--- config.mk ---
export PLATFORM = sky130hd
export DESIGN_NAME = gci_monitor_register_access
export DESIGN_NICKNAME = d
export VERILOG_FILES = /design/src/hw/gci_mon_pkg.sv /design/src/hw/mon_write_fifo.sv /design/src/hw/mon_reg_store.sv /design/src/hw/gci_monitor_register_access.sv
export SDC_FILE = /design/constraint.sdc
export NUM_CORES = 1
export LEC_CHECK = 0
export BUFFER_PORTS_ARGS = -buffer_cell sky130_fd_sc_hd__buf_2
export CAP_MARGIN = 25
export CORE_MARGIN = 2
export CORE_UTILIZATION = 40
export DETAILED_ROUTE_END_ITERATION = 10
export HOLD_SLACK_MARGIN = 0.1
export SLEW_MARGIN = 40
export SYNTH_ARGS = -nofsm -noshare
export SYNTH_HDL_FRONTEND = slang
export SYNTH_SLANG_ARGS = --single-unit
--- constraint.sdc ---
create_clock -name ref_clk -period 4 [get_ports ref_clk]
set_input_delay 0.2 -clock ref_clk [delete_from_list [all_inputs] [get_ports ref_clk]]
set_output_delay 0.2 -clock ref_clk [all_outputs]
set_load 0.1 [all_outputs]
--- src/hw/gci_mon_pkg.sv ---
// shared constants and types of the monitor-channel register access block
// assumes a 200 MHz reference clock and a frame of two 32-bit channels
package gci_mon_pkg;

  // timing: clock-loss detection window, derived in cycles of ref_clk
  localparam int CLK_PERIOD_NS   = 5;
  localparam int IDLE_TIMEOUT_NS = 4000;
  localparam int IDLE_CYCLES     = (IDLE_TIMEOUT_NS + CLK_PERIOD_NS - 1) / CLK_PERIOD_NS;
  localparam int IDLE_CNT_W      = 10;
  localparam logic [IDLE_CNT_W-1:0] IDLE_LIMIT = IDLE_CNT_W'(IDLE_CYCLES);

  // frame position: half-bit counter of bit-clock rising edges
  localparam int              HALF_W        = 7;
  localparam logic [HALF_W-1:0] HALF_MAX    = 7'h7F;
  localparam logic [5:0]      MON_FIRST_BIT = 6'h30;  // first bit of monitor byte
  localparam logic [5:0]      MON_LAST_BIT  = 6'h37;  // last bit of monitor byte
  localparam logic [5:0]      ACK_BIT       = 6'h3E;  // acknowledge bit slot
  localparam logic [5:0]      EMIT_BIT      = 6'h3F;  // byte-present bit slot

  // instruction and chip select fields
  localparam int INSTR_POWER  = 7;
  localparam int INSTR_READ   = 2;
  localparam int INSTR_SECOND = 1;
  localparam int CODE_HI      = 6;
  localparam int CODE_LO      = 3;
  localparam int CS_ADDR_HI   = 7;
  localparam int CS_ADDR_LO   = 4;

  // register codes
  localparam logic [3:0] REG_FORMAT    = 4'h0;
  localparam logic [3:0] REG_TX_INJECT = 4'h3;
  localparam logic [3:0] REG_LAST_READ = 4'h9;
  localparam logic [3:0] REG_TEST      = 4'hA;
  localparam int         REG_DEPTH     = 16;
  localparam int         FIFO_DEPTH    = 32;
  localparam logic [7:0] FORMAT_RESET  = 8'h00;
  localparam logic [1:0] RUN_TWO       = 2'h2;

  // format_config layout, bit 7 first
  typedef struct packed {
    logic clockRateSelHi;
    logic clockRateSelLo;
    logic compandingLawSel;
    logic evenBitInvertSel;
    logic dataTimingSel;
    logic slotSpacingSel;
    logic slotLengthSel;
    logic digitalLoopback;
  } format_cfg_t;

  // one committed register write
  typedef struct packed {
    logic [3:0] code;
    logic [7:0] data;
  } reg_write_t;

  typedef enum logic [2:0] {
    RX_IDLE   = 3'b000,
    RX_FIRST  = 3'b001,
    RX_ACKED  = 3'b010,
    RX_NEXT   = 3'b011,
    RX_PREACK = 3'b100,
    RX_ABORT  = 3'b101,
    RX_IGNORE = 3'b110
  } rx_mode_t;

  typedef enum logic [0:0] {
    PH_INSTR = 1'b0,
    PH_DATA  = 1'b1
  } cmd_phase_t;

  typedef enum logic [2:0] {
    TX_IDLE  = 3'b000,
    TX_LOAD  = 3'b001,
    TX_LATCH = 3'b010,
    TX_ARM   = 3'b011,
    TX_SEND  = 3'b100,
    TX_CLOSE = 3'b101
  } tx_state_t;

endpackage : gci_mon_pkg

--- src/hw/mon_write_fifo.sv ---
// first-in first-out buffer for committed register writes
// assumes one clock; pointers wrap, so depth is a power of two
module mon_write_fifo #(
  parameter int WIDTH = 12,
  parameter int DEPTH = 32
) (
  input  wire logic             clk,       // block clock
  input  wire logic             rst_n,     // async reset, low active
  input  wire logic             en,        // clock enable
  input  wire logic             inValid,   // write offered
  output logic                  inReady,   // room for a word
  input  wire logic [WIDTH-1:0] inData,    // word to store
  output logic                  outValid,  // word available
  input  wire logic             outReady,  // drain accepts word
  output logic      [WIDTH-1:0] outData    // oldest word
);
  localparam int AW = $clog2(DEPTH);

  typedef struct packed {
    logic [DEPTH-1:0][WIDTH-1:0] slot;
    logic [AW-1:0]               wrPtr;
    logic [AW-1:0]               rdPtr;
    logic [AW:0]                 count;
  } fifo_state_t;

  fifo_state_t st;
  fifo_state_t next_st;
  logic        doPush;
  logic        doPop;

  ////////////////////////////////////////////////////////////////////////////
  // honest flags straight from the occupancy count
  assign inReady  = st.count != (AW+1)'(DEPTH);
  assign outValid = st.count != '0;
  assign outData  = st.slot[st.rdPtr];
  assign doPush   = inValid & inReady;
  assign doPop    = outValid & outReady;

  // push and pop may share a cycle; count then stands still
  always_comb begin
    next_st = st;
    if (doPush) begin
      next_st.slot[st.wrPtr] = inData;
      next_st.wrPtr          = st.wrPtr + 1'b1;
    end
    if (doPop) begin
      next_st.rdPtr = st.rdPtr + 1'b1;
    end
    unique case ({doPush, doPop})
      2'b10:   next_st.count = st.count + 1'b1;
      2'b01:   next_st.count = st.count - 1'b1;
      default: next_st.count = st.count;
    endcase
  end

  always_ff @(posedge clk or negedge rst_n) begin
    if (!rst_n) begin
      st <= '0;
    end else if (en) begin
      st <= next_st;
    end
  end
endmodule : mon_write_fifo

--- src/hw/mon_reg_store.sv ---
// small register image, one write port and a registered read port
// assumes the caller waits one cycle for read data
module mon_reg_store #(
  parameter int DEPTH = 16
) (
  input  wire logic                     clk,     // block clock
  input  wire logic                     rst_n,   // async reset, low active
  input  wire logic                     en,      // clock enable
  input  wire logic                     wrEn,    // write strobe
  input  wire logic [$clog2(DEPTH)-1:0] wrAddr,  // write code
  input  wire logic [7:0]               wrData,  // write byte
  input  wire logic [$clog2(DEPTH)-1:0] rdAddr,  // read code
  output logic      [7:0]               rdData   // registered read byte
);
  typedef struct packed {
    logic [DEPTH-1:0][7:0] word;
    logic [7:0]            rdData;
  } store_state_t;

  store_state_t st;
  store_state_t next_st;

  ////////////////////////////////////////////////////////////////////////////
  // read reflects contents before a same-cycle write
  always_comb begin
    next_st        = st;
    next_st.rdData = st.word[rdAddr];
    if (wrEn) begin
      next_st.word[wrAddr] = wrData;
    end
  end

  always_ff @(posedge clk or negedge rst_n) begin
    if (!rst_n) begin
      st <= '0;
    end else if (en) begin
      st <= next_st;
    end
  end

  assign rdData = st.rdData;
endmodule : mon_reg_store

--- src/hw/gci_monitor_register_access.sv ---
// monitor-channel register access: byte handshake, decode, format register
// assumes bit clock, frame sync and receive data arrive asynchronously to ref_clk
module gci_monitor_register_access (
  input  wire logic                     ref_clk,            // 200 MHz block clock
  input  wire logic                     rst_n,              // async reset, low active
  input  wire logic                     clkEn,              // freezes all state when low
  input  wire logic                     bitClk,             // link bit clock, asynchronous
  input  wire logic                     frameSync,          // frame sync, asynchronous
  input  wire logic                     receiveDataPin,     // serial data in
  input  wire logic [3:0]               deviceAddressPins,  // strapped device address
  output logic                          transmitDataPin,    // open-drain data out level
  output logic                          transmitDataOe,     // high while pulling low
  output gci_mon_pkg::format_cfg_t      formatConfig,       // format register
  output logic                          powerDown,          // power control state
  output logic                          wrValid,            // committed write available
  input  wire logic                     wrReady,            // consumer takes write
  output gci_mon_pkg::reg_write_t       wrEntry             // committed write
);
  import gci_mon_pkg::*;

  typedef struct packed {
    logic        bclkS1;
    logic        bclkS2;
    logic        bclkPrev;
    logic        fsS1;
    logic        fsS2;
    logic        fsPrev;
    logic        drS1;
    logic        drS2;
    logic [3:0]  adrS1;
    logic [3:0]  adrS2;
    logic        fsSeen;
    logic [HALF_W-1:0] halfCnt;
    logic [IDLE_CNT_W-1:0] idleCnt;
    logic [7:0]  shiftIn;
    logic        rxAckBit;
    rx_mode_t    rxMode;
    logic [7:0]  prevByte;
    logic [1:0]  eIdleRun;
    logic [1:0]  aIdleRun;
    logic        aDrive;
    cmd_phase_t  phase;
    logic [3:0]  wrCode;
    format_cfg_t format;
    logic        powerUp;
    logic        memWe;
    logic [7:0]  memWData;
    logic        push;
    reg_write_t  pushEntry;
    tx_state_t   txState;
    logic [3:0]  txCode;
    logic [7:0]  txByte;
    logic        eDrive;
    logic        oe;
  } state_t;

  localparam state_t ST_RESET = '0;

  state_t            st;
  state_t            next_st;
  logic              mclkRise;
  logic              fsRise;
  logic [HALF_W-1:0] halfNext;
  logic              sampleNow;
  logic              driveNow;
  logic [5:0]        bitIdx;
  logic              inMonSlot;
  logic              frameDone;
  logic              eActNow;
  logic              sameByte;
  logic              addrMatch;
  logic              clocksIdle;
  logic              fifoReady;
  logic [7:0]        memRdData;
  logic [3:0]        byteCode;
  logic              readable;

  ////////////////////////////////////////////////////////////////////////////
  // edge finding on synchronised link signals; first flops feed only the second
  assign mclkRise   = st.bclkS2 & ~st.bclkPrev;
  assign fsRise     = st.fsS2 & ~st.fsPrev;
  assign halfNext   = (st.fsSeen | fsRise) ? '0 :
                      (st.halfCnt == HALF_MAX) ? HALF_MAX : st.halfCnt + 1'b1;
  assign bitIdx     = halfNext[HALF_W-1:1];
  assign sampleNow  = mclkRise & halfNext[0];   // one bit clock after launch
  assign driveNow   = mclkRise & ~halfNext[0];
  assign inMonSlot  = (bitIdx >= MON_FIRST_BIT) && (bitIdx <= MON_LAST_BIT);
  assign frameDone  = sampleNow && (bitIdx == EMIT_BIT);
  assign eActNow    = ~st.drS2;                 // low active byte-present bit
  assign sameByte   = st.shiftIn == st.prevByte;
  assign addrMatch  = st.shiftIn[CS_ADDR_HI:CS_ADDR_LO] == st.adrS2;
  assign clocksIdle = st.idleCnt == IDLE_LIMIT;
  assign byteCode   = st.shiftIn[CODE_HI:CODE_LO];
  // transmit-inject and test codes give no read-back
  assign readable   = (byteCode <= REG_LAST_READ) && (byteCode != REG_TX_INJECT);

  ////////////////////////////////////////////////////////////////////////////
  // next state of the whole block
  always_comb begin
    next_st          = st;
    next_st.bclkS1   = bitClk;
    next_st.bclkS2   = st.bclkS1;
    next_st.bclkPrev = st.bclkS2;
    next_st.fsS1     = frameSync;
    next_st.fsS2     = st.fsS1;
    next_st.fsPrev   = st.fsS2;
    next_st.drS1     = receiveDataPin;
    next_st.drS2     = st.drS1;
    next_st.adrS1    = deviceAddressPins;
    next_st.adrS2    = st.adrS1;
    next_st.memWe    = 1'b0;
    next_st.push     = 1'b0;

    // frame position restarts on the first bit clock after sync rises
    if (mclkRise) begin
      next_st.fsSeen  = 1'b0;
      next_st.halfCnt = halfNext;
      next_st.idleCnt = '0;
    end else begin
      if (fsRise) begin
        next_st.fsSeen = 1'b1;
      end
      if (!clocksIdle) begin
        next_st.idleCnt = st.idleCnt + 1'b1;
      end
    end

    // sample at fixed frame positions
    if (sampleNow) begin
      if (inMonSlot) begin
        next_st.shiftIn = {st.shiftIn[6:0], st.drS2};
      end
      if (bitIdx == ACK_BIT) begin
        next_st.rxAckBit = ~st.drS2;
      end
    end

    // drive only zeros; a one or an idle bit is left to the pull-up
    if (driveNow) begin
      if (inMonSlot) begin
        next_st.oe = st.eDrive & ~st.txByte[3'(MON_LAST_BIT - bitIdx)];
      end else if (bitIdx == ACK_BIT) begin
        next_st.oe = st.aDrive;
      end else if (bitIdx == EMIT_BIT) begin
        next_st.oe = st.eDrive;
      end else begin
        next_st.oe = 1'b0;
      end
    end

    // read reply fetch: one cycle for the store, one to latch
    unique case (st.txState)
      TX_LOAD:  next_st.txState = TX_LATCH;
      TX_LATCH: begin
        next_st.txByte  = (st.txCode == REG_FORMAT) ? 8'(st.format) : memRdData;
        next_st.txState = TX_ARM;
      end
      default: ;
    endcase

    if (frameDone) begin
      next_st.eIdleRun = eActNow ? '0 : (st.eIdleRun == RUN_TWO) ? RUN_TWO : st.eIdleRun + 1'b1;
      next_st.aIdleRun = st.rxAckBit ? '0 : (st.aIdleRun == RUN_TWO) ? RUN_TWO : st.aIdleRun + 1'b1;

      // reply sender, one byte per message
      unique case (st.txState)
        TX_ARM: begin
          if (next_st.aIdleRun == RUN_TWO) begin
            next_st.eDrive  = 1'b1;
            next_st.txState = TX_SEND;
          end
        end
        TX_SEND: begin
          if (st.rxAckBit) begin
            next_st.eDrive  = 1'b0;
            next_st.txState = TX_CLOSE;
          end
        end
        // only an ack or stopped clocks end the reply; no abort path, no retry
        TX_CLOSE: next_st.txState = TX_IDLE;
        default: ;
      endcase

      // receiver of controller messages
      unique case (st.rxMode)
        RX_IDLE: begin
          next_st.aDrive = 1'b0;
          if (eActNow) begin
            next_st.prevByte = st.shiftIn;
            next_st.rxMode   = RX_FIRST;
          end
        end
        RX_FIRST: begin
          if (!eActNow) begin
            next_st.rxMode = RX_IDLE;
          end else if (sameByte && addrMatch) begin
            next_st.aDrive = 1'b1;
            next_st.phase  = PH_INSTR;
            next_st.rxMode = RX_ACKED;
          end else begin
            next_st.rxMode = RX_IGNORE;
          end
        end
        RX_ACKED: begin
          if (!eActNow) begin
            next_st.prevByte = st.shiftIn;
            next_st.rxMode   = RX_NEXT;
          end
        end
        RX_NEXT: begin
          if (!eActNow) begin
            next_st.aDrive = 1'b0;
            next_st.rxMode = RX_IDLE;
          end else if (!sameByte || (st.phase == PH_DATA && !fifoReady)) begin
            next_st.aDrive = 1'b0;
            next_st.rxMode = RX_ABORT;
          end else begin
            next_st.aDrive = 1'b0;
            next_st.rxMode = RX_PREACK;
            if (st.phase == PH_INSTR) begin
              next_st.powerUp = ~st.shiftIn[INSTR_POWER];
              if (st.shiftIn[INSTR_SECOND] && st.shiftIn[INSTR_READ]) begin
                if (readable && st.txState == TX_IDLE) begin
                  next_st.txCode  = byteCode;
                  next_st.txState = TX_LOAD;
                end
              end else if (st.shiftIn[INSTR_SECOND]) begin
                next_st.wrCode = byteCode;
                next_st.phase  = PH_DATA;
              end
            end else begin
              if (st.wrCode == REG_FORMAT) begin
                next_st.format = format_cfg_t'(st.shiftIn);
              end
              if (st.wrCode <= REG_TEST) begin
                next_st.memWe     = 1'b1;
                next_st.memWData  = st.shiftIn;
                next_st.push      = 1'b1;
                next_st.pushEntry = '{code: st.wrCode, data: st.shiftIn};
              end
              next_st.phase = PH_INSTR;
            end
          end
        end
        RX_PREACK: begin
          next_st.aDrive = 1'b1;
          next_st.rxMode = RX_ACKED;
        end
        RX_ABORT: begin
          next_st.aDrive = 1'b0;
          next_st.rxMode = RX_IGNORE;
        end
        RX_IGNORE: begin
          next_st.aDrive = 1'b0;
          if (next_st.eIdleRun == RUN_TWO) begin
            next_st.rxMode = RX_IDLE;
          end
        end
        default: next_st.rxMode = RX_IDLE;
      endcase
    end

    // stopped clocks: drop every handshake, release the line, power down
    if (clocksIdle) begin
      next_st.rxMode   = RX_IDLE;
      next_st.phase    = PH_INSTR;
      next_st.aDrive   = 1'b0;
      next_st.eDrive   = 1'b0;
      next_st.oe       = 1'b0;
      next_st.txState  = TX_IDLE;
      next_st.eIdleRun = '0;
      next_st.aIdleRun = '0;
      next_st.powerUp  = 1'b0;
    end
  end

  // format register comes up zero with the rest of the state
  always_ff @(posedge ref_clk or negedge rst_n) begin
    if (!rst_n) begin
      st <= ST_RESET;
    end else if (clkEn) begin
      st <= next_st;
    end
  end

  ////////////////////////////////////////////////////////////////////////////
  // register image and write queue
  mon_reg_store #(
    .DEPTH (REG_DEPTH)
  ) u_store (
    .clk    (ref_clk),
    .rst_n  (rst_n),
    .en     (clkEn),
    .wrEn   (st.memWe),
    .wrAddr (st.pushEntry.code),
    .wrData (st.memWData),
    .rdAddr (st.txCode),
    .rdData (memRdData)
  );

  // a full queue turns the data byte into an abort rather than stalling
  mon_write_fifo #(
    .WIDTH ($bits(reg_write_t)),
    .DEPTH (FIFO_DEPTH)
  ) u_fifo (
    .clk      (ref_clk),
    .rst_n    (rst_n),
    .en       (clkEn),
    .inValid  (st.push),
    .inReady  (fifoReady),
    .inData   (st.pushEntry),
    .outValid (wrValid),
    .outReady (wrReady),
    .outData  (wrEntry)
  );

  assign transmitDataPin = 1'b0;                  // open drain: only ever pulls low
  assign transmitDataOe  = st.oe;
  assign formatConfig    = st.format;
  assign powerDown       = ~st.powerUp;
endmodule : gci_monitor_register_access

# --- After elaboration in Yosys (flattened, before gate mapping) ---
# Cells that the tools add are included.
totals:
  out_inout_bits: 24
  elab_cells: 289
  ff_bits: 640
classes:
  n_reduce_logical: 49
  n_bitwise: 18
  addsub: 9
  n_mux: 70
  magnitude_cmp: 11
  n_eq_ne: 40
ops:
  columns: ["op", "n"]
  rows:
  - ["$bwmux 384", 1]
  - ["$bwmux 128", 1]
  - ["$mux 43", 2]
  - ["$bmux 12 s5", 1]
  - ["$demux 12 s5", 1]
  - ["$mux 59", 1]
  - ["$mux 22", 2]
  - ["$mux 42", 1]
  - ["$mux 8", 5]
  - ["$mux 7", 5]
  - ["$bmux 8 s4", 1]
  - ["$demux 8 s4", 1]
  - ["$ne 3x3->1 const B", 9]
  - ["$mux 12", 2]
  - ["$mux 3", 8]
  - ["$mux 11", 2]
  - ["$pmux 3 s7", 1]
  - ["$reduce_and 7->1", 3]
  - ["$mux 10", 2]
  - ["$reduce_and 2->1", 10]
  - ["$reduce_and 5->1", 4]
  - ["$pmux 8 s2", 1]
  - ["$reduce_and 8->1", 2]
  - ["$eq 3x3->1 const B", 5]
  - ["other kinds (54)", 126]

# --- Logic depth before layout (Yosys ltp) ---
# Gate-level depths: netlist of the first run.
depth:
  word_depth: 14
  ltp_mapped: 11
  depth_no_buf: 11

# --- Cells and area by module ---
# A second synthesis of the first run with hierarchy kept.
unflattened:
  hier_cells: 2094
  hier_area_um2: 29993.8
by_module_without_submodules:
  columns: ["module", "area_per_inst_um2", "cells_each", "n_inst"]
  rows:
  - ["mon_write_fifo", 18420.2, 1221, 1]
  - ["mon_reg_store", 6218.5, 390, 1]
  - ["gci_monitor_register_access", 5355.1, 483, 1]

# --- Worst setup path before layout of the first run ---
# Ideal clock, no wire load.
synth_path:
  path_kind: "reg-to-output"
  from: "register u_fifo.st[6] (netlist bit)"
  to: "output wrEntry[0] (netlist bit)"
  n_path_buf: 3
  t_arrival_ps: 2881
  required_ps: 3800
  path_slack_ps: 919
  path_stages_with_launch: 7
  path_cell_list: "dfrtp_1 > clkbuf_1 > buf_1 > buf_2 > mux4_2 > mux4_2 > mux2_2"
synth_rtl:
  columns: ["item", "line", "source"]
  rows:
  - ["from (decl)", "mon_write_fifo.sv:26", "fifo_state_t st;"]
  - ["from (signal assigned)", "mon_write_fifo.sv:60", "st <= next_st;"]
  - ["to (decl)", "gci_monitor_register_access.sv:17", "output gci_mon_pkg::reg_write_t wrEntry"]

==> results of run 1 <==
-- cell type report --
type	count	share of cell area, %
well taps	969	3.61
repair buffers	104	2.73
clock inverters	23	0.923
flip-flops and latches	639	47.6
clock buffers	97	6.11
multi-input cells	1212	38.7
inverters	26	0.290
-- synth_stat cells (6+ instances only) --
cell,instances
dfrtp_1,639
mux2_2,582
mux4_2,144
clkbuf_1,138
nand2_1,64
nor2_1,61
a21oi_1,36
mux2i_1,30
nor3_1,26
inv_1,25
xnor2_1,24
o21ai_0,21
ha_1,15
nand2b_1,15
nand3_1,15
buf_1,14
nand4_1,14
a21o_1,12
buf_2,12
and2_1,11
xor2_1,11
buf_4,10
and3_1,9
nor2b_1,9
o221ai_1,8
o22ai_1,8
nor3b_1,7
a31oi_1,6
-- registers in the layout (all words and copies together) (netlist names) --
register        flops
u_fifo.st         400
u_store.st        128
st                 81
next_st             9
formatConfig        8
u_store.rdData      8
byteCode            4
transmitDataOe      1
-- final timing paths --
check                               start  slack, ns               to
max                          u_fifo.st[6]       0.33       wrEntry[1]
min                                 clkEn       0.15           st[14]
max reg2reg                        st[88]       0.49           st[20]
min reg2reg                u_fifo.st[142]       0.50   u_fifo.st[142]
max in group asynchronous           rst_n       2.29   u_fifo.st[218]
min in group asynchronous           rst_n       0.54  u_store.st[112]
-- per-stage QoR --
step	total power [mW]	utilization, %	hold slack (ns)	cell area (um^2)	instances
2_1_floorplan	8.26	-	-0.0956	29800	2051
3_3_place_gp	8.94	41.9	0.340	31100	2938
3_5_place_dp	8.98	42.0	0.132	31100	2939
4_1_cts	15.6	45.3	0.115	33600	3070
5_1_grt	16.0	45.4	0.156	33600	3070
6_report	15.4	45.4	0.151	33600	3070
-- worst max-delay path, cell delays in order (launching register included) --
cell	delay (ns)
dfrtp_4	0.79
buf_12	0.34
mux4_2	0.54
mux4_2	0.52
mux2_2	0.34
buf_2	0.31
-- power breakdown --
group          leakage (nW)  internal, mW  switching (mW)
combinational          5.89         0.856           0.940
clock                  1.16          3.97            2.64
sequential             8.80          6.60           0.437
-- layer usage --
layer  track usage [%]  share of wire (%)  up-vias
met4              6.05                2.4        0
met5                 0                  0        -
li1                  -                  -     7534
met2              31.7                 50      299
met3              2.15                3.1      110
met1              25.6                 45     9271
-- kinds of logic after synthesis --
group / Yosys count / synth area share [%]
multiplexers: 760 / 34.1
flip-flops: 639 / 53.7
AND/OR/NAND/NOR: 265 / 4.61
buffers and inverters: 200 / 2.70
AO/OA/AOI/OAI: 135 / 3.17
XOR/XNOR: 35 / 1.03
adder cells (fa/ha/maj): 16 / 0.698
other: 1 / 0.0126
==> results by group, run 1 <==
Synth
  – Share of flip-flops with an asynchronous set or reset: 100%
  – Area share of the largest cell type after synthesis: 53.7%
  – Yosys cell types: 68
  – Post-synthesis cell type with the largest combined area: dfrtp_1
  – Seq/Total Area, Yosys: 53.7%
  – Syn Nets: 2078
  – Synth Warn #: 0
  – Synth Instances: 2051
  – Mean Syn Cell Area: 14.5 um^2
  – Synth area leaders: dfrtp_1 54%, mux2_2 22%, mux4_2 11%
  – Mapped Area: 0.0298 mm^2
  – Synthesized flop and latch total: 639
  – Synth Flop Type: dfrtp_1
  – EDFF count, synth: 0

Timing
  – Fmax: 272 MHz
  – Final max-slew violation count: 0
  – RSZ-0062 raised after global routing: no
  – Slew margin rel.: 39.9%
  – Worst slew pin tran: 0.900 ns
  – Tmin final: 3.67 ns
  – Final setup viols: 0
  – Final Hold Viols: 0
  – Final Skew: 0.0236 ns
  – Setup TNS: 0 ns
  – Worst setup margin: 0.326 ns
  – Tcrit/Tclk final: 91.9%

Clock network
  – Num CTS Buffers: 67
  – Clock Latency Late Sink: 0.61 ns
  – CTS Buffer Depth: 3
  – Clock slew at reported path FFs: 0.06 ns
  – Post-CTS Hold Buffers: 11
  – Root Buffer Master: clkbuf_16
  – Post-CTS Setup Bufs: 0
  – # resized after CTS: 0
  – Clk sink count: 639
  – CTS tree: done
  – H-tree depth: 3

Setup path
  – Startpoint Class: flop
  – CP Class: reg -> out
  – Worst EP required: 3.80 ns
  – CP Data Arrival Time: 3.47 ns
  – Worst Reg-to-Reg Cells: 7
  – CP endpoint kind: primary output
  – Max Fanout on Critical Path: 29

Placement
  – PortBufs: 33
  – GPL Wtd Cong: 0.836
  – Pre-CTS setup slack: 0.516 ns
  – Detailed placement HPWL: 44500 um

Min path
  – Hold Path Depth: 3
  – Hold Path Class: in -> reg

Pwr
  – Peak supply drop: 0.288 mV
  – PwrDens: 459 mW/mm^2
  – Lkg Pwr: 15.9 nW

Layout
  – Area Overhead vs Synth: 12.9%
  – Share of cells above drive strength 1: 45.8%
  – Final nets: 2077
  – Commonest non-fill, non-tap cell in the layout: dfrtp_1
  – Register area: 0.0160 mm^2
  – Filler cells: 6514
  – Commonest non-fill, non-tap cells in the layout: 632 x dfrtp_1, 582 x mux2_2, 144 x mux4_2, 70 x clkbuf_16, 61 x nand2_1
  – Area occupied by multi-input gates: 0.0130 mm^2
  – Antenna diodes: 0

Die
  – Die Span Y: 277 um
  – I/O pins: 35
  – Die X: 277 um
  – Cell row count: 100
  – Die area: 0.0766 mm^2
  – CORE AREA: 0.0741 mm^2
  – Initial core utilization: 40.2%

Global route
  – Initial antenna violation count: 0
  – Vias in the first global route: 18.5k
  – Pin count of the biggest net entering global routing: 101
  – Total track usage: 18.8%
  – First-pass GRT wire length: 112000 um
  – Grt ovf: 0

Route
  – Wire per inst: 23.2 um
  – DRC errors left: 0
  – WL final: 71200 um
  – Via count: 17.2k
  – Initial drt markers: 1021
  – Vias per inst: 5.61
  – Drt first pass iters: 4
  – ANT nets after route: 0

Outcome
  – Status: finished clean

Job
  – Max_cap viols: 0
Power figures use the tool's default switching activity.
==> run 2: changes to the inputs <==
- CORE_UTILIZATION: 40 -> 38
- clock period: 4 -> 3.1 ns (I/O delays scaled with it)
==> results by group, run 2 (same netlist as run 1, synthesis figures left out) <==
Route
  – ANT nets after route: 0
  – Wire per inst: 22.8 um
  – Initial drt markers: 1165
  – Vias per inst: 5.45
  – WL final: 73500 um
  – DRC errors left: 0
  – Via count: 17.6k
  – Drt first pass iters: 7

Layout
  – Max reg flops: 400
  – Final core occ: 44.8%
  – Reg with most FFs: u_fifo.st
  – Non-Filler Instances: 3223
  – Share of cells above drive strength 1: 47.4%
  – Final nets: 2155
  – Post-Layout Inst Area: 0.0347 mm^2
  – Antenna diodes: 0
  – Commonest non-fill, non-tap cells in the layout: 628 x dfrtp_1, 573 x mux2_2, 144 x mux4_2, 104 x buf_4, 72 x clkbuf_16
  – Largest registers: u_fifo.st: 400 flops, u_store.st: 128 flops, st: 81 flops
  – Area Overhead vs Synth: 16.5%
  – Commonest non-fill, non-tap cell in the layout: dfrtp_1

Timing
  – Fmax: 312 MHz
  – Worst setup margin: -0.105 ns
  – Tcrit/Tclk final: 103%
  – Hold_ws: 0.313 ns
  – Worst slew pin tran: 0.830 ns
  – Final Hold Viols: 0
  – Final setup viols: 12
  – Final Skew: 0.0218 ns
  – RSZ-0062 raised after global routing: yes
  – Slew margin rel.: 44.6%
  – Tmin final: 3.20 ns
  – Final max-slew violation count: 0

Global route
  – Pin count of the biggest net entering global routing: 65
  – Grt ovf: 0
  – Initial antenna violation count: 0
  – First-pass GRT wire length: 116000 um
  – Vias in the first global route: 18.9k
  – Total track usage: 18.6%

Pwr
  – PwrDens: 597 mW/mm^2
  – Pwr Total: 20.7 mW
  – Lkg Pwr: 16.4 nW
  – Peak supply drop: 0.345 mV

Clock network
  – CTS tree: done
  – CTS Buffer Depth: 3
  – Clk sink count: 639
  – Clock slew at reported path FFs: 0.06 ns
  – Root Buffer Master: clkbuf_16
  – Clock Latency Late Sink: 0.61 ns
  – Num CTS Buffers: 70
  – H-tree depth: 3

Die
  – CORE AREA: 0.0775 mm^2
  – Die X: 284 um
  – Die Span Y: 284 um
  – Initial core utilization: 38.4%
  – Die area: 0.0806 mm^2
  – Cell row count: 102
  – I/O pins: 35

Setup path
  – CP endpoint kind: primary output
  – R2R Setup Slk: 0.18 ns
  – CP Class: reg -> out
  – Max Fanout on Critical Path: 7
  – CP Data Arrival Time: 3.05 ns
  – Worst EP required: 2.94 ns
  – Startpoint Class: flop

Placement
  – Detailed placement HPWL: 46700 um
  – Placed Area: 0.0317 mm^2
  – # placed instances: 3069
  – GPL Wtd Cong: 0.833
  – PortBufs: 33

Min path
  – Hold Path Class: in -> reg

Outcome
  – Violated checks: negative setup slack
  – Status: complete, but fails checks

Job
  – Max_cap viols: 0
==> run 2: changes by cell type in the layout (fill, tap and decap cells not counted), sizes merged <==
| cell | before | now |
|---|---|---|
| bufinv | 6 | 8 |
| bufbuf | 0 | 1 |
| clkinv | 14 | 18 |
| buf | 94 | 166 |
| clkinvlp | 3 | 0 |
| clkbuf | 97 | 99 |
| inv | 26 | 28 |
| dlygate4sd3 | 10 | 12 |
==> run 2: path summary, 6_finish.rpt <==
path,start,to,cells after the start
min in group asynchronous,rst_n,st[25],3
setup reg to reg,st[89],st[63],8
hold reg to reg,u_store.rdData[6],u_store.rdData[6],1
setup / recovery,u_fifo.st[6],wrEntry[1],7
max in group asynchronous,rst_n,u_fifo.st[354],5
hold / removal,deviceAddressPins[1],next_st[97],3
==> run 2: area by class of cell <==
class	instances	area (um^2)
fillers	6785	42800
flip-flops and latches	639	16000
multi-input cells	1212	13000
clock buffers	99	2050
repair buffers	179	1840
well taps	1040	1300
clock inverters	28	363
inverters	26	97.6
==> run 2: per-layer routing <==
layer | up-vias | GRT usage [%] | routed length (um)
li1 | 7697 | - | -
met1 | 9411 | 25.3 | 32800
met2 | 339 | 30.0 | 35300
met3 | 122 | 3.03 | 3110
met4 | 0 | 6.67 | 2240
met5 | - | 0 | 0
==> run 2: stage by stage <==
step                      TNS (ns)  setup WS [ns]
after floorplan                  0         0.0640
after global placement           0          0.240
after detailed placement         0          0.128
after CTS                    -1.39         -0.127
after global routing         -1.66         -0.166
final                       -0.980         -0.105
==> run 2: timing repair <==
item	4_1_cts	5_1_grt
cloned	5	0
gates resized for setup	60	6
endpoints found under the setup margin	12	35
pin swaps	0	2
hold buffers	13	0
endpoints found under the hold margin	380	0
setup buffers	10	0
==> run 2: worst max-delay path, stage by stage, from the launching register on <==
cell and delay, ns:
dfrtp_4 0.52, buf_12 0.16, buf_12 0.14, buf_16 0.15, mux4_2 0.46, mux4_2 0.51
mux2_4 0.32, buf_12 0.18
==> run 2: where the power goes <==
part	total, mW	internal (mW)	switching [mW]	leakage [nW]
registers	8.86	8.51	0.344	8.79
logic	3.14	1.55	1.58	6.36
clock network	8.71	5.29	3.42	1.21
==> run 3: changes to the inputs <==
- CTS_BUF_LIST: unset -> sky130_fd_sc_hd__clkbuf_4
==> results by group, run 3 (same netlist as run 1, synthesis figures left out) <==
Outcome
  – Status: complete, but fails checks
  – Violated checks: negative setup slack

Layout
  – Area Overhead vs Synth: 16.2%
  – Register area: 0.0160 mm^2
  – Non-Filler Instances: 3406
  – Reg with most FFs: u_fifo.st
  – Commonest non-fill, non-tap cell in the layout: dfrtp_1
  – Filler cells: 6898
  – Share of cells above drive strength 1: 49.8%
  – Largest registers: u_fifo.st: 400 flops, u_store.st: 128 flops, st: 81 flops
  – Max reg flops: 400
  – Post-Layout Inst Area: 0.0346 mm^2
  – Final nets: 2269
  – Area occupied by multi-input gates: 0.0130 mm^2
  – Commonest non-fill, non-tap cells in the layout: 628 x dfrtp_1, 572 x mux2_2, 233 x clkbuf_4, 144 x mux4_2, 104 x buf_4

Timing
  – Final max-slew violation count: 0
  – Final Skew: 0.0771 ns
  – Fmax: 278 MHz
  – Tmin final: 3.60 ns
  – RSZ-0062 raised after global routing: yes
  – Worst setup margin: -0.498 ns
  – Worst slew pin tran: 0.835 ns
  – Slew margin rel.: 44.3%
  – Final Hold Viols: 0
  – Final setup viols: 12
  – Tcrit/Tclk final: 116%

Setup path
  – Max Fanout on Critical Path: 6
  – Startpoint Class: flop
  – Worst EP required: 2.94 ns
  – CP endpoint kind: primary output
  – CP Data Arrival Time: 3.44 ns
  – CP Class: reg -> out

Route
  – Wire per inst: 21.9 um
  – Via count: 18.3k
  – WL final: 74500 um
  – Drt first pass iters: 5
  – Initial drt markers: 1143
  – DRC errors left: 0
  – Vias per inst: 5.37
  – ANT nets after route: 0

Global route
  – Vias in the first global route: 19.9k
  – Initial antenna violation count: 1
  – Pin count of the biggest net entering global routing: 65
  – Grt ovf: 0
  – First-pass GRT wire length: 118000 um
  – Total track usage: 19.0%

Min path
  – Hold Path Class: in -> reg

Die
  – Cell row count: 102
  – I/O pins: 35
  – Die X: 284 um
  – Die Span Y: 284 um
  – Die area: 0.0806 mm^2
  – CORE AREA: 0.0775 mm^2
  – Initial core utilization: 38.4%

Clock network
  – H-tree depth: 4
  – Clock slew at reported path FFs: 0.08 ns
  – Num CTS Buffers: 166
  – CTS Buffer Depth: 3
  – Clk sink count: 639
  – Clock Latency Late Sink: 1.02 ns
  – Root Buffer Master: clkbuf_4
  – CTS tree: done

Placement
  – Detailed placement HPWL: 46700 um
  – Placed Area: 0.0317 mm^2
  – # placed instances: 3069
  – PortBufs: 33
  – GPL Wtd Cong: 0.833
  – Pre-CTS setup slack: 0.128 ns

Job
  – Max_cap viols: 0

Pwr
  – Peak supply drop: 0.312 mV
  – Lkg Pwr: 16.5 nW
  – PwrDens: 560 mW/mm^2
  – Pwr Total: 19.4 mW
[run 3: what timing repair did]
| action | CTS | global route |
|---|---|---|
| pin swaps | 0 | 1 |
| setup buffers | 11 | 0 |
| endpoints found under the hold margin | 739 | 0 |
| gates resized for setup | 60 | 8 |
| gates cloned | 5 | 0 |
| setup endpoints to repair | 12 | 31 |
| hold buffers | 29 | 0 |
[run 3: final timing paths]
path                         startpoint         endpoint  slack (ns)  cells after the start
max                        u_fifo.st[6]       wrEntry[9]       -0.50                      7
min                               clkEn     u_fifo.st[6]        0.24                      4
max reg2reg                      st[89]  formatConfig[3]        0.15                      7
min reg2reg                 next_st[99]           st[99]        0.48                      1
max in group asynchronous         rst_n   u_fifo.st[354]        1.72                      6
min in group asynchronous         rst_n   u_store.st[17]        0.25                      4
[run 3: critical path, stage by stage, from the launching register on]
cell     delay (ns)
dfrtp_4        0.47
buf_6          0.13
buf_16         0.15
buf_12         0.14
mux4_2         0.48
mux4_2         0.56
mux2_4         0.32
buf_12         0.17
[run 3: through the flow]
| stage | util [%] | setup TNS (ns) | hold WS (ns) |
|---|---|---|---|
| floorplan | - | 0 | -0.141 |
| global placement | 40.8 | 0 | 0.320 |
| detailed placement | 40.9 | 0 | 0.127 |
| CTS | 44.6 | -6.77 | 0.162 |
| global route | 44.7 | -7.10 | 0.185 |
| finish | 44.7 | -5.70 | 0.240 |
[run 3: power by group]
group | switching, mW | internal [mW] | total, mW | leakage, nW
combinational | 1.63 | 1.63 | 3.26 | 6.46
clock | 3.52 | 3.74 | 7.26 | 1.25
sequential | 0.322 | 8.51 | 8.83 | 8.79
[run 3: metal layers]
layer,vias to the layer above,GRT usage [%],wire [um]
li1,8041,-,-
met2,419,30.6,36300
met4,0,6.85,1850
met3,113,4.34,3220
met1,9731,25.1,33100
met5,-,0,0
[run 3: final cells by class]
class,instances,share of cell area (%)
Sequential cell,639,46.3
Multi-Input combinational cell,1212,37.6
Tap cell,1040,3.76
Timing Repair Buffer,197,5.94
Antenna cell,1,0.00723
Inverter,26,0.282
Clock buffer,233,5.06
Clock inverter,58,0.998
